## src/umc_pkg.sv

```systemverilog
// shared constants, types and helpers of the port mux controller
package umc_pkg;

  // ------------------------------------------------------------------
  // geometry
  // ------------------------------------------------------------------
  localparam int CHAN_N = 4;
  localparam int GRP_N  = 8;
  localparam int CHAN_W = 2;

  // signal groups, in route vector order
  localparam int G_VBUS = 0;
  localparam int G_SSA  = 1;
  localparam int G_SSB  = 2;
  localparam int G_HSA  = 3;
  localparam int G_HSB  = 4;
  localparam int G_CC1  = 5;
  localparam int G_CC2  = 6;
  localparam int G_SBU  = 7;

  // ------------------------------------------------------------------
  // port mode word bit positions
  // ------------------------------------------------------------------
  localparam int MB_KAC  = 2;
  localparam int MB_HSA  = 4;
  localparam int MB_HSB  = 5;
  localparam int MB_VBUS = 6;
  localparam int MB_SS1  = 7;
  localparam int MB_SS2  = 8;
  localparam int MB_AUTO = 11;
  localparam int MB_CC1  = 12;
  localparam int MB_CC2  = 13;
  localparam int MB_SBU  = 14;
  localparam int MB_FCC  = 15;
  localparam int MB_FSS  = 16;
  localparam int MB_FSBU = 17;
  localparam int MB_FHS  = 18;

  // mode bit that enables each group, indexed by group
  localparam int GRP_MB [GRP_N] = '{MB_VBUS, MB_SS1, MB_SS2, MB_HSA,
                                    MB_HSB, MB_CC1, MB_CC2, MB_SBU};

  // reserved bits are dropped on write and read as zero
  localparam logic [31:0] MODE_WR_MASK = 32'h0007_f9f4;
  localparam logic [31:0] MODE_FACTORY = 32'h0000_79f0;
  localparam logic [31:0] PORT_MASK    = 32'h0000_01f0;
  localparam logic [31:0] DATA_MASK    = 32'h0000_01b0;
  localparam logic [31:0] HS_MASK      = 32'h0000_0030;

  // ------------------------------------------------------------------
  // timing
  // ------------------------------------------------------------------
  localparam int CLK_PERIOD_NS = 40;
  localparam int BBM_TIME_NS   = 200;
  localparam int BBM_CYC_INT   = (BBM_TIME_NS + CLK_PERIOD_NS - 1) / CLK_PERIOD_NS;
  localparam logic [7:0] BBM_CYC = 8'(BBM_CYC_INT);

  // ------------------------------------------------------------------
  // commands, states, saved record
  // ------------------------------------------------------------------
  typedef enum logic [3:0] {
    CMD_SELECT = 4'h0, CMD_MODE = 4'h1, CMD_FLIP  = 4'h2, CMD_SPLIT = 4'h3,
    CMD_ASSIGN = 4'h4, CMD_PORT = 4'h5, CMD_DATA  = 4'h6, CMD_HS    = 4'h7,
    CMD_SAVE   = 4'h8, CMD_BOOST = 4'h9
  } umc_cmd_e;

  typedef enum logic [1:0] {
    ST_BOOT = 2'h0, ST_RUN = 2'h1, ST_OPEN = 2'h3
  } umc_state_e;

  typedef struct packed {
    logic [CHAN_W-1:0]             sel;
    logic [31:0]                   mode;
    logic                          flip;
    logic                          split;
    logic [CHAN_N-1:0]             vbus_mask;
    logic [GRP_N-1:0][CHAN_W-1:0]  grp_chan;
    logic                          boost;
  } umc_cfg_s;

  localparam umc_cfg_s CFG_FACTORY = '{sel: 2'h0, mode: MODE_FACTORY, flip: 1'b0,
                                       split: 1'b0, vbus_mask: 4'h1, grp_chan: '0,
                                       boost: 1'b0};

  function automatic logic [CHAN_N-1:0] onehot(input logic [CHAN_W-1:0] c);
    onehot = 4'h1 << c;
  endfunction : onehot

endpackage : umc_pkg

```

## src/umc_link_if.sv

```systemverilog
// carrier between the controller core, its settings store and the orientation detector
`timescale 1ns/1ps
interface umc_link_if;
  logic             save_req;
  logic             restore_req;
  umc_pkg::umc_cfg_s save_rec;
  umc_pkg::umc_cfg_s load_rec;
  logic             orient;
  logic             attached;

  modport core  (output save_req, output restore_req, output save_rec,
                 input load_rec, input orient, input attached);
  modport store (input save_req, input restore_req, input save_rec, output load_rec);
  modport det   (output orient, output attached);
endinterface : umc_link_if

```

## src/umc_mux_ctrl.sv

```systemverilog
// four-channel type-c port selector control core
// Behaviour
// - common port connects to one of 4 channels chosen by software
// - default operation never has two channels active at once
// - default mode routes every signal group to the selected channel
// - split mode gives each signal group its own channel assignment
// - only in split mode may vbus reach several channels
// - keep-alive charge feeds only unselected channels
// - split mode forces keep-alive charge off
// - overtemperature switches keep-alive charge outputs off
// - flip swaps side a and b of cc, sbu and data lines
// - detected cc orientation steers the side swap of cc, sbu and data lines alike
// - port command switches hs, ss and vbus together
// - data command switches hs and ss, vbus untouched
// - hs command switches only the hs pairs
// - one usb channel at index 0; channel commands must use it
// - save copies settings to the store, loaded as startup defaults
// - boost takes effect only after save and reset
// - reset button restores factory defaults
// - factory serial identifier readable by the host
// - all paths bidirectional, either side host or device
// - flip setting 0 normal, 1 flipped
// - keep-alive charge enable is bit 2 of the mode word
`timescale 1ns/1ps
module umc_mux_ctrl #(
  parameter logic [31:0] SERIAL_ID = 32'h0000_0001 // arbitrary value
) (
  // clock and resets
  input  wire logic                                            clk,
  input  wire logic                                            nrst,
  input  wire logic                                            por_nrst,
  // command port
  input  wire logic                                            cmd_valid,
  input  wire logic [3:0]                                      cmd_op,
  input  wire logic [7:0]                                      cmd_idx,
  input  wire logic [2:0]                                      cmd_grp,
  input  wire logic [31:0]                                     cmd_arg,
  output logic                                                 cmd_ready_r,
  output logic                                                 cmd_done_r,
  output logic                                                 cmd_err_r,
  // board inputs
  input  wire logic                                            reset_btn,
  input  wire logic                                            overtemp,
  input  wire logic                                            cc1_att,
  input  wire logic                                            cc2_att,
  // switch controls
  output logic [umc_pkg::GRP_N-1:0][umc_pkg::CHAN_N-1:0]       route_r,
  output logic                                                 flip_cc_r,
  output logic                                                 flip_ss_r,
  output logic                                                 flip_sbu_r,
  output logic                                                 flip_hs_r,
  output logic [umc_pkg::CHAN_N-1:0]                           keep_alive_charge_r,
  output logic                                                 boost_r,
  // readback
  output logic [umc_pkg::CHAN_W-1:0]                           sel_r,
  output logic [31:0]                                          mode_r,
  output logic                                                 split_r,
  output logic                                                 flip_r,
  output logic                                                 orient_r,
  output logic [31:0]                                          serial_r
);

  if (umc_pkg::BBM_CYC_INT < 1 || umc_pkg::BBM_CYC_INT > 6) begin : g_bbm_range
    $error("break-before-make count out of range");
  end

  umc_link_if lk ();

  umc_pkg::umc_cfg_s                                 cfg_r;
  umc_pkg::umc_state_e                               state_r;
  logic [7:0]                                        cnt_r;
  logic                                              save_req_r;
  logic [umc_pkg::GRP_N-1:0][umc_pkg::CHAN_N-1:0]    route_nxt;
  logic [umc_pkg::CHAN_N-1:0]                        kac_nxt;
  logic                                              acc;
  logic                                              idx_bad;
  logic                                              chan_cmd;
  logic                                              sel_change;

  // ------------------------------------------------------------------
  // sub-blocks
  // ------------------------------------------------------------------
  umc_nvm_store u_store (
    .clk      (clk),
    .por_nrst (por_nrst),
    .lk       (lk)
  );

  umc_orient_det u_det (
    .clk     (clk),
    .nrst    (nrst),
    .cc1_att (cc1_att),
    .cc2_att (cc2_att),
    .lk      (lk)
  );

  assign lk.save_req    = save_req_r;
  assign lk.restore_req = reset_btn;
  assign lk.save_rec    = cfg_r;

  // ------------------------------------------------------------------
  // command decode
  // ------------------------------------------------------------------
  assign acc      = cmd_valid && cmd_ready_r && !reset_btn;
  assign chan_cmd = (cmd_op == umc_pkg::CMD_MODE) || (cmd_op == umc_pkg::CMD_PORT) ||
                    (cmd_op == umc_pkg::CMD_DATA) || (cmd_op == umc_pkg::CMD_HS);
  assign idx_bad  = (chan_cmd && cmd_idx != 8'h00) || (cmd_op > umc_pkg::CMD_BOOST);
  assign sel_change = acc && !idx_bad && cmd_op == umc_pkg::CMD_SELECT &&
                      cmd_arg[umc_pkg::CHAN_W-1:0] != cfg_r.sel;

  // ------------------------------------------------------------------
  // settings
  // ------------------------------------------------------------------
  // the button overrides everything, including boot load and commands
  always_ff @(posedge clk) begin
    if (!nrst) begin
      cfg_r <= umc_pkg::CFG_FACTORY;
    end else if (reset_btn) begin
      cfg_r <= umc_pkg::CFG_FACTORY;
    end else if (state_r == umc_pkg::ST_BOOT) begin
      cfg_r <= lk.load_rec;
    end else if (acc && !idx_bad) begin
      case (cmd_op)
        umc_pkg::CMD_SELECT: begin
          cfg_r.sel <= cmd_arg[umc_pkg::CHAN_W-1:0];
        end
        umc_pkg::CMD_MODE: begin
          cfg_r.mode <= cmd_arg & umc_pkg::MODE_WR_MASK;
        end
        umc_pkg::CMD_FLIP: begin
          cfg_r.flip <= cmd_arg[0];
        end
        umc_pkg::CMD_SPLIT: begin
          cfg_r.split <= cmd_arg[0];
        end
        umc_pkg::CMD_ASSIGN: begin
          // vbus takes a channel mask, other groups one channel
          if (cmd_grp == 3'(umc_pkg::G_VBUS)) begin
            cfg_r.vbus_mask <= cmd_arg[umc_pkg::CHAN_N-1:0];
          end else begin
            cfg_r.grp_chan[cmd_grp] <= cmd_arg[umc_pkg::CHAN_W-1:0];
          end
        end
        umc_pkg::CMD_PORT: begin
          cfg_r.mode <= cmd_arg[0] ? (cfg_r.mode | umc_pkg::PORT_MASK)
                                   : (cfg_r.mode & ~umc_pkg::PORT_MASK);
        end
        umc_pkg::CMD_DATA: begin
          cfg_r.mode <= cmd_arg[0] ? (cfg_r.mode | umc_pkg::DATA_MASK)
                                   : (cfg_r.mode & ~umc_pkg::DATA_MASK);
        end
        umc_pkg::CMD_HS: begin
          cfg_r.mode <= cmd_arg[0] ? (cfg_r.mode | umc_pkg::HS_MASK)
                                   : (cfg_r.mode & ~umc_pkg::HS_MASK);
        end
        umc_pkg::CMD_BOOST: begin
          cfg_r.boost <= cmd_arg[0];
        end
        default: begin
        end
      endcase
    end
  end

  // boost drives the redrivers only from the copy loaded at boot
  always_ff @(posedge clk) begin
    if (!nrst) begin
      boost_r <= 1'b0;
    end else if (state_r == umc_pkg::ST_BOOT) begin
      boost_r <= lk.load_rec.boost;
    end
  end

  always_ff @(posedge clk) begin
    if (!nrst) begin
      save_req_r <= 1'b0;
    end else begin
      save_req_r <= acc && !idx_bad && cmd_op == umc_pkg::CMD_SAVE;
    end
  end

  // ------------------------------------------------------------------
  // break-before-make sequencer
  // ------------------------------------------------------------------
  always_ff @(posedge clk) begin
    if (!nrst) begin
      state_r <= umc_pkg::ST_BOOT;
      cnt_r   <= 8'h00;
    end else begin
      case (state_r)
        umc_pkg::ST_BOOT: begin
          state_r <= umc_pkg::ST_RUN;
        end
        umc_pkg::ST_RUN: begin
          if (sel_change) begin
            state_r <= umc_pkg::ST_OPEN;
            cnt_r   <= 8'h00;
          end
        end
        umc_pkg::ST_OPEN: begin
          if (cnt_r == umc_pkg::BBM_CYC - 8'h01) begin
            state_r <= umc_pkg::ST_RUN;
          end else begin
            cnt_r <= cnt_r + 8'h01;
          end
        end
        default: begin
          state_r <= umc_pkg::ST_BOOT;
        end
      endcase
    end
  end

  // ------------------------------------------------------------------
  // routing
  // ------------------------------------------------------------------
  // enables carry no direction, so either side may be host or device
  always_comb begin
    route_nxt = '0;
    for (int g = 0; g < umc_pkg::GRP_N; g++) begin
      if (state_r == umc_pkg::ST_RUN && cfg_r.mode[umc_pkg::GRP_MB[g]]) begin
        if (!cfg_r.split) begin
          route_nxt[g] = umc_pkg::onehot(cfg_r.sel);
        end else if (g == umc_pkg::G_VBUS) begin
          route_nxt[g] = cfg_r.vbus_mask;
        end else begin
          route_nxt[g] = umc_pkg::onehot(cfg_r.grp_chan[g]);
        end
      end
    end
  end

  // the charger must never back-feed the channel tied to the common port
  always_comb begin
    kac_nxt = '0;
    if (cfg_r.mode[umc_pkg::MB_KAC] && !cfg_r.split && !overtemp) begin
      kac_nxt = ~umc_pkg::onehot(cfg_r.sel);
    end
  end

  always_ff @(posedge clk) begin
    if (!nrst) begin
      route_r             <= '0;
      keep_alive_charge_r <= '0;
    end else begin
      route_r             <= route_nxt;
      keep_alive_charge_r <= kac_nxt;
    end
  end

  // a global flip and a detected reversed plug cancel each other out
  always_ff @(posedge clk) begin
    if (!nrst) begin
      flip_cc_r  <= 1'b0;
      flip_ss_r  <= 1'b0;
      flip_sbu_r <= 1'b0;
      flip_hs_r  <= 1'b0;
    end else begin
      flip_cc_r  <= cfg_r.flip ^ cfg_r.mode[umc_pkg::MB_FCC] ^
                    (cfg_r.mode[umc_pkg::MB_AUTO] & lk.orient);
      flip_ss_r  <= cfg_r.flip ^ cfg_r.mode[umc_pkg::MB_FSS] ^
                    (cfg_r.mode[umc_pkg::MB_AUTO] & lk.orient);
      flip_sbu_r <= cfg_r.flip ^ cfg_r.mode[umc_pkg::MB_FSBU] ^
                    (cfg_r.mode[umc_pkg::MB_AUTO] & lk.orient);
      flip_hs_r  <= cfg_r.flip ^ cfg_r.mode[umc_pkg::MB_FHS] ^
                    (cfg_r.mode[umc_pkg::MB_AUTO] & lk.orient);
    end
  end

  // ------------------------------------------------------------------
  // command answers and readback
  // ------------------------------------------------------------------
  always_ff @(posedge clk) begin
    if (!nrst) begin
      cmd_ready_r <= 1'b0;
      cmd_done_r  <= 1'b0;
      cmd_err_r   <= 1'b0;
    end else begin
      cmd_ready_r <= state_r == umc_pkg::ST_RUN && !sel_change;
      cmd_done_r  <= acc;
      cmd_err_r   <= acc && idx_bad;
    end
  end

  assign sel_r   = cfg_r.sel;
  assign mode_r  = cfg_r.mode;
  assign split_r = cfg_r.split;
  assign flip_r  = cfg_r.flip;

  always_ff @(posedge clk) begin
    if (!nrst) begin
      orient_r <= 1'b0;
      serial_r <= 32'h0000_0000;
    end else begin
      orient_r <= lk.orient;
      serial_r <= SERIAL_ID;
    end
  end
endmodule : umc_mux_ctrl

```

## src/umc_nvm_store.sv

```systemverilog
// non-volatile settings store: survives nrst, cleared at power-on and by the reset button
`timescale 1ns/1ps
module umc_nvm_store (
  // clock and power-on reset
  input  wire logic clk,
  input  wire logic por_nrst,
  // core side
  umc_link_if.store lk
);
  umc_pkg::umc_cfg_s store_r;

  // ------------------------------------------------------------------
  // storage
  // ------------------------------------------------------------------
  // restore wins over a save in the same cycle: the button is the stronger intent
  always_ff @(posedge clk) begin
    if (!por_nrst) begin
      store_r <= umc_pkg::CFG_FACTORY;
    end else if (lk.restore_req) begin
      store_r <= umc_pkg::CFG_FACTORY;
    end else if (lk.save_req) begin
      store_r <= lk.save_rec;
    end
  end

  assign lk.load_rec = store_r;

endmodule : umc_nvm_store

```

## src/umc_orient_det.sv

```systemverilog
// cable orientation detector on the two cc attach levels
`timescale 1ns/1ps
module umc_orient_det (
  // clock and reset
  input  wire logic clk,
  input  wire logic nrst,
  // cc attach levels from the analog comparators
  input  wire logic cc1_att,
  input  wire logic cc2_att,
  // core side
  umc_link_if.det   lk
);
  logic orient_r;
  logic attached_r;

  // ------------------------------------------------------------------
  // detection
  // ------------------------------------------------------------------
  // both or neither attached is ambiguous: hold the last orientation
  always_ff @(posedge clk) begin
    if (!nrst) begin
      orient_r   <= 1'b0;
      attached_r <= 1'b0;
    end else begin
      attached_r <= cc1_att | cc2_att;
      if (cc1_att && !cc2_att) begin
        orient_r <= 1'b0;
      end else if (cc2_att && !cc1_att) begin
        orient_r <= 1'b1;
      end
    end
  end

  assign lk.orient   = orient_r;
  assign lk.attached = attached_r;

endmodule : umc_orient_det

```

## config.mk

```make
export PLATFORM = sky130hd
export DESIGN_NAME = umc_mux_ctrl
export DESIGN_NICKNAME = d
export VERILOG_FILES = /design/src/umc_pkg.sv /design/src/umc_link_if.sv /design/src/umc_mux_ctrl.sv /design/src/umc_nvm_store.sv /design/src/umc_orient_det.sv
export SDC_FILE = /design/constraint.sdc
export NUM_CORES = 1
export LEC_CHECK = 0
export BUFFER_PORTS_ARGS = -buffer_cell sky130_fd_sc_hd__clkbuf_2
export CELL_PAD_IN_SITES_DETAIL_PLACEMENT = 1
export CELL_PAD_IN_SITES_GLOBAL_PLACEMENT = 2
export CORE_UTILIZATION = 35
export DETAILED_ROUTE_END_ITERATION = 7
export PLACE_DENSITY = 0.94
export RECOVER_POWER = 25
export SLEW_MARGIN = 10
export SYNTH_ARGS = -nofsm -noshare
export SYNTH_HDL_FRONTEND = slang
export SYNTH_SLANG_ARGS = --single-unit
export TNS_END_PERCENT = 50
```

## constraint.sdc

```tcl
create_clock -name clk -period 2.3 [get_ports clk]
set_clock_uncertainty 0.1 [all_clocks]
set_input_delay 0 -clock clk [delete_from_list [all_inputs] [get_ports clk]]
set_output_delay 0 -clock clk [all_outputs]
set_load 0.01 [all_outputs]
```

==> summary.md <==
| Metric | Value |
|---|---|
| Outcome | `complete, no violations` |
| Count of mapped cells out of synthesis | `just over 800` |
| Maximum clock path buffer count | `2` |
| Multi-input gate area in the final layout | `3310 sq um` |
| CP most frequent cell | `sky130_fd_sc_hd__dlygate4sd3_1` |
| Highest ir drop seen on vdd | `551 uV` |
| Cell family with most CP delay | `buffers and inverters` |
| Clock sink count | `between 150 and 200` |
| Worst relative slew slack | `35.9%` |
| Max-capacitance violation count | `0` |
| Stage delay of the slowest cell on the critical path | `0.65 ns` |
| Maximum clock frequency | `0.455 GHz` |
| Warning count from the yosys run | `0` |
| Final clock period utilization by the worst path | `95.6%` |
| Post-Route Setup TNS | `0 ns` |
| Post-synth top flop | `sky130_fd_sc_hd__dfxtp_1` |
| Critical Path Slowest Stage Cell | `sky130_fd_sc_hd__dlygate4sd3_1` |
| Crit path capture type | `flip-flop` |
| WP data arrival | `2.45 ns` |
| Last weighted congestion value of the routability-driven placer | `between 0.8 and 0.9` |
| Leakage | `3.29 nW` |
| Worst setup margin | `0.102 ns` |
| Power Dens Cells | `728 nW/um^2` |
| Count of antenna-violating nets left after detailed routing | `0` |
| Cell type with the highest aggregate area in the netlist | `sky130_fd_sc_hd__dfxtp_1` |
| Biggest area contributors in the synthesized netlist | `sky130_fd_sc_hd__dfxtp_1 (46%), sky130_fd_sc_hd__mux2i_1 (11%), sky130_fd_sc_hd__buf_4 (6.6%)` |
| Slew at the pin with the worst max-slew slack | `around 0.96 ns` |
| Wire length of the first global-routing pass | `~33 mm` |
| Clock transition at the registers of the reported paths | `roughly 0.080 ns` |
| Number of synthesized flops with an enable pin | `0` |
| Post-cts resize count | `0` |
| Most used standard cell by instance count after synthesis | `sky130_fd_sc_hd__dfxtp_1` |
| Total routing usage reported by global routing | `19.5%` |
| Length of the first detailed-routing pass in iterations | `4` |
| Class of the most critical setup path | `in2reg` |
| Cell Area, Synth | `7380 sq um` |
| DPL Wire Length | `between 10 and 15 mm` |
| Number of primary I/O pins | `168` |
| Clock insertion delay at the later pin of the skew report | `0.44 ns` |
| Die boundary height | `around 150 um` |
| Critical path cell sequence | `dlygate4sd3_1, clkbuf_2, nor4b_4, nand4b_1, dlygate4sd3_1, a211oi_1` |
| Root buf cell | `sky130_fd_sc_hd__clkbuf_16` |
| Site Rows | `52` |
| Clock tree from TritonCTS | `yes` |
| Core Region | `20400 sq um` |
| Count of cell types in the netlist | `55` |
| Number of endpoints failing setup at the final stage | `0` |
| Initial standard-cell utilization of the core | `a little over a third` |
| Design Area, Final | `8710 sq um` |
| Number of nets in the layout | `a little under 1000` |
| Die extent in x | `between 100 and 150 um` |
| Post-CTS setup buffer count | `0` |
| Worst slack at placement | `0.471 ns` |
| Area taken by flip-flops and latches | `3360 sq um` |
| Crit start category | `input pin` |
| Async set or reset register ratio after synthesis | `0%` |
| Mean routed wirelength per cell | `17.3 um` |
| Post-synth top cells | `sky130_fd_sc_hd__dfxtp_1 (168), sky130_fd_sc_hd__a21oi_1 (83), sky130_fd_sc_hd__mux2i_1 (83)` |
| Number of DRC markers after the initial detailed-route iteration | `170` |
| Final Slew Violations | `0` |
| Maximum number of pins on one net before global-route repair | `46` |
| Count of port buffers added during placement | `121` |
| Number of global-route vias before repair | `roughly 6300` |
| Number of antenna violations at the first check in global routing | `1` |
| Maximum level of the CTS H-tree | `4` |
| Number of filler cells placed in the layout | `2412` |
| Type of the worst min-delay path | `in2reg` |
| Synthesis-to-finish area growth | `18.1%` |
| Final-report hold violation count | `0` |
| Via-per-instance ratio | `5.04` |
| Crit path max fanout | `11` |
| Avg Inst Size Synth | `9.14 sq um` |
| Number of clock buffers inserted by TritonCTS | `17` |
| Part of the Yosys area used for sequential elements | `between 40 and 50%` |
| Standard cell area after detailed placement | `7820 sq um` |
| Proportion of layout cells with a drive suffix above 1 | `between 10% and 20%` |
| Unrepaired setup endpoints after global routing | `false` |
| Grt ovf | `0` |
| CP bufs+invs | `3` |
| Routed WL | `20.6 mm` |
| Yosys top cell area share | `45.6%` |
| Required time at the endpoint of the critical path | `approximately 2.6 ns` |
| Die footprint | `21700 sq um` |
| Minimum clock period | `2.20 ns` |
| Register bit count reported by yosys | `between 150 and 200` |
| Vias | `between 6000 and 7000` |
| Number of design rule violations left after detail routing | `0` |
==> cells in the final DEF, fill, tap and decap left out, drive strengths merged, types with 27 or more instances in the layout <==
cell type	n
dlygate4sd3	35
mux2i	83
conb	31
nor2	71
a21oi	83
nand3	27
clkbuf	139
o21ai	35
dfxtp	168
nand2	57
inv	27
==> through the flow <==
| step | util (%) | hold slack [ns] | std cells | total power, W |
|---|---|---|---|---|
| after floorplan | - | -0.0723 | 837 | 0.00331 |
| after global placement | 38.3 | 0.146 | 1124 | 0.00341 |
| after detailed placement | 38.3 | 0.151 | 1124 | 0.00342 |
| after CTS | 43.0 | 0.0286 | 1191 | 0.00640 |
| after global routing | 42.6 | 0.0693 | 1191 | 0.00656 |
| final | 42.7 | 0.0383 | 1192 | 0.00635 |
==> worst reg2reg max path: cells and delay by family, from the launching register on <==
family,cells,cell delay (ns)
AO/OA/AOI/OAI,1,0.19
buffers and inverters,1,0.65
flip-flops,1,0.37
AND/OR/NAND/NOR,2,0.69
==> cell families after synthesis <==
kind of cell | Yosys count | synth area share (%)
AND/OR/NAND/NOR | 257 | 18.9
flip-flops | 168 | 45.6
AO/OA/AOI/OAI | 149 | 11.4
buffers and inverters | 137 | 11.2
multiplexers | 84 | 11.4
XOR/XNOR | 9 | 1.07
adder cells (fa/ha/maj) | 2 | 0.339
other | 1 | 0.0508
==> area by class of cell <==
type                       count  share of cell area, %
inverter                      17                  0.732
clock inverter                15                   2.20
multi-input combinational    532                   37.9
clock buffer                  17                   4.88
antenna                        1                 0.0287
tap                          270                   3.88
timing repair buffer         172                   11.7
sequential                   168                   38.6
==> power breakdown <==
| part | internal, W | switching (W) |
|---|---|---|
| logic | 0.000151 | 0.000269 |
| registers | 0.00294 | 0.0000363 |
| clock network | 0.00150 | 0.00145 |
| total | 0.00459 | 0.00175 |
==> repair_timing <==
item,4_1_cts,5_1_grt
hold endpoints to repair,48,0
hold buffers,35,0
setup endpoints to repair,0,0
==> sequential cells by signal, indices dropped and copies added (netlist names), 2 cells and up <==
name,cells
u_store.lk.load_rec,55
mode_r,32
route_r,32
cfg_r,19
cnt_r,8
keep_alive_charge_r,4
sel_r,2
state_r,2
==> routing by layer <==
metal	share of wire, %	vias up	GRT usage [%]	wire [um]
met1	44	2935	24.1	9140
met4	1.4	0	6.55	282
met5	0	-	0	0
met3	5.5	20	4.60	1140
li1	-	2906	-	-
met2	49	150	33.3	10000
==> path summary, 6_finish.rpt <==
path	startpoint	endpoint	slack, ns	cells after the start
hold / removal	cmd_grp[0]	cfg_r[15]$_SDFFE_PP0P_	0.04	4
setup reg to reg	cmd_ready_r$_SDFF_PN0_	cfg_r[17]$_SDFFE_PP1P_	0.22	4
hold reg to reg	u_store.lk.load_rec[24]$_SDFFE_PP0P_	mode_r[1]$_SDFFE_PP0P_	0.35	2
setup / recovery	cmd_op[1]	cfg_r[17]$_SDFFE_PP1P_	0.10	6
Note: power is estimated with default switching activity, not from simulation.
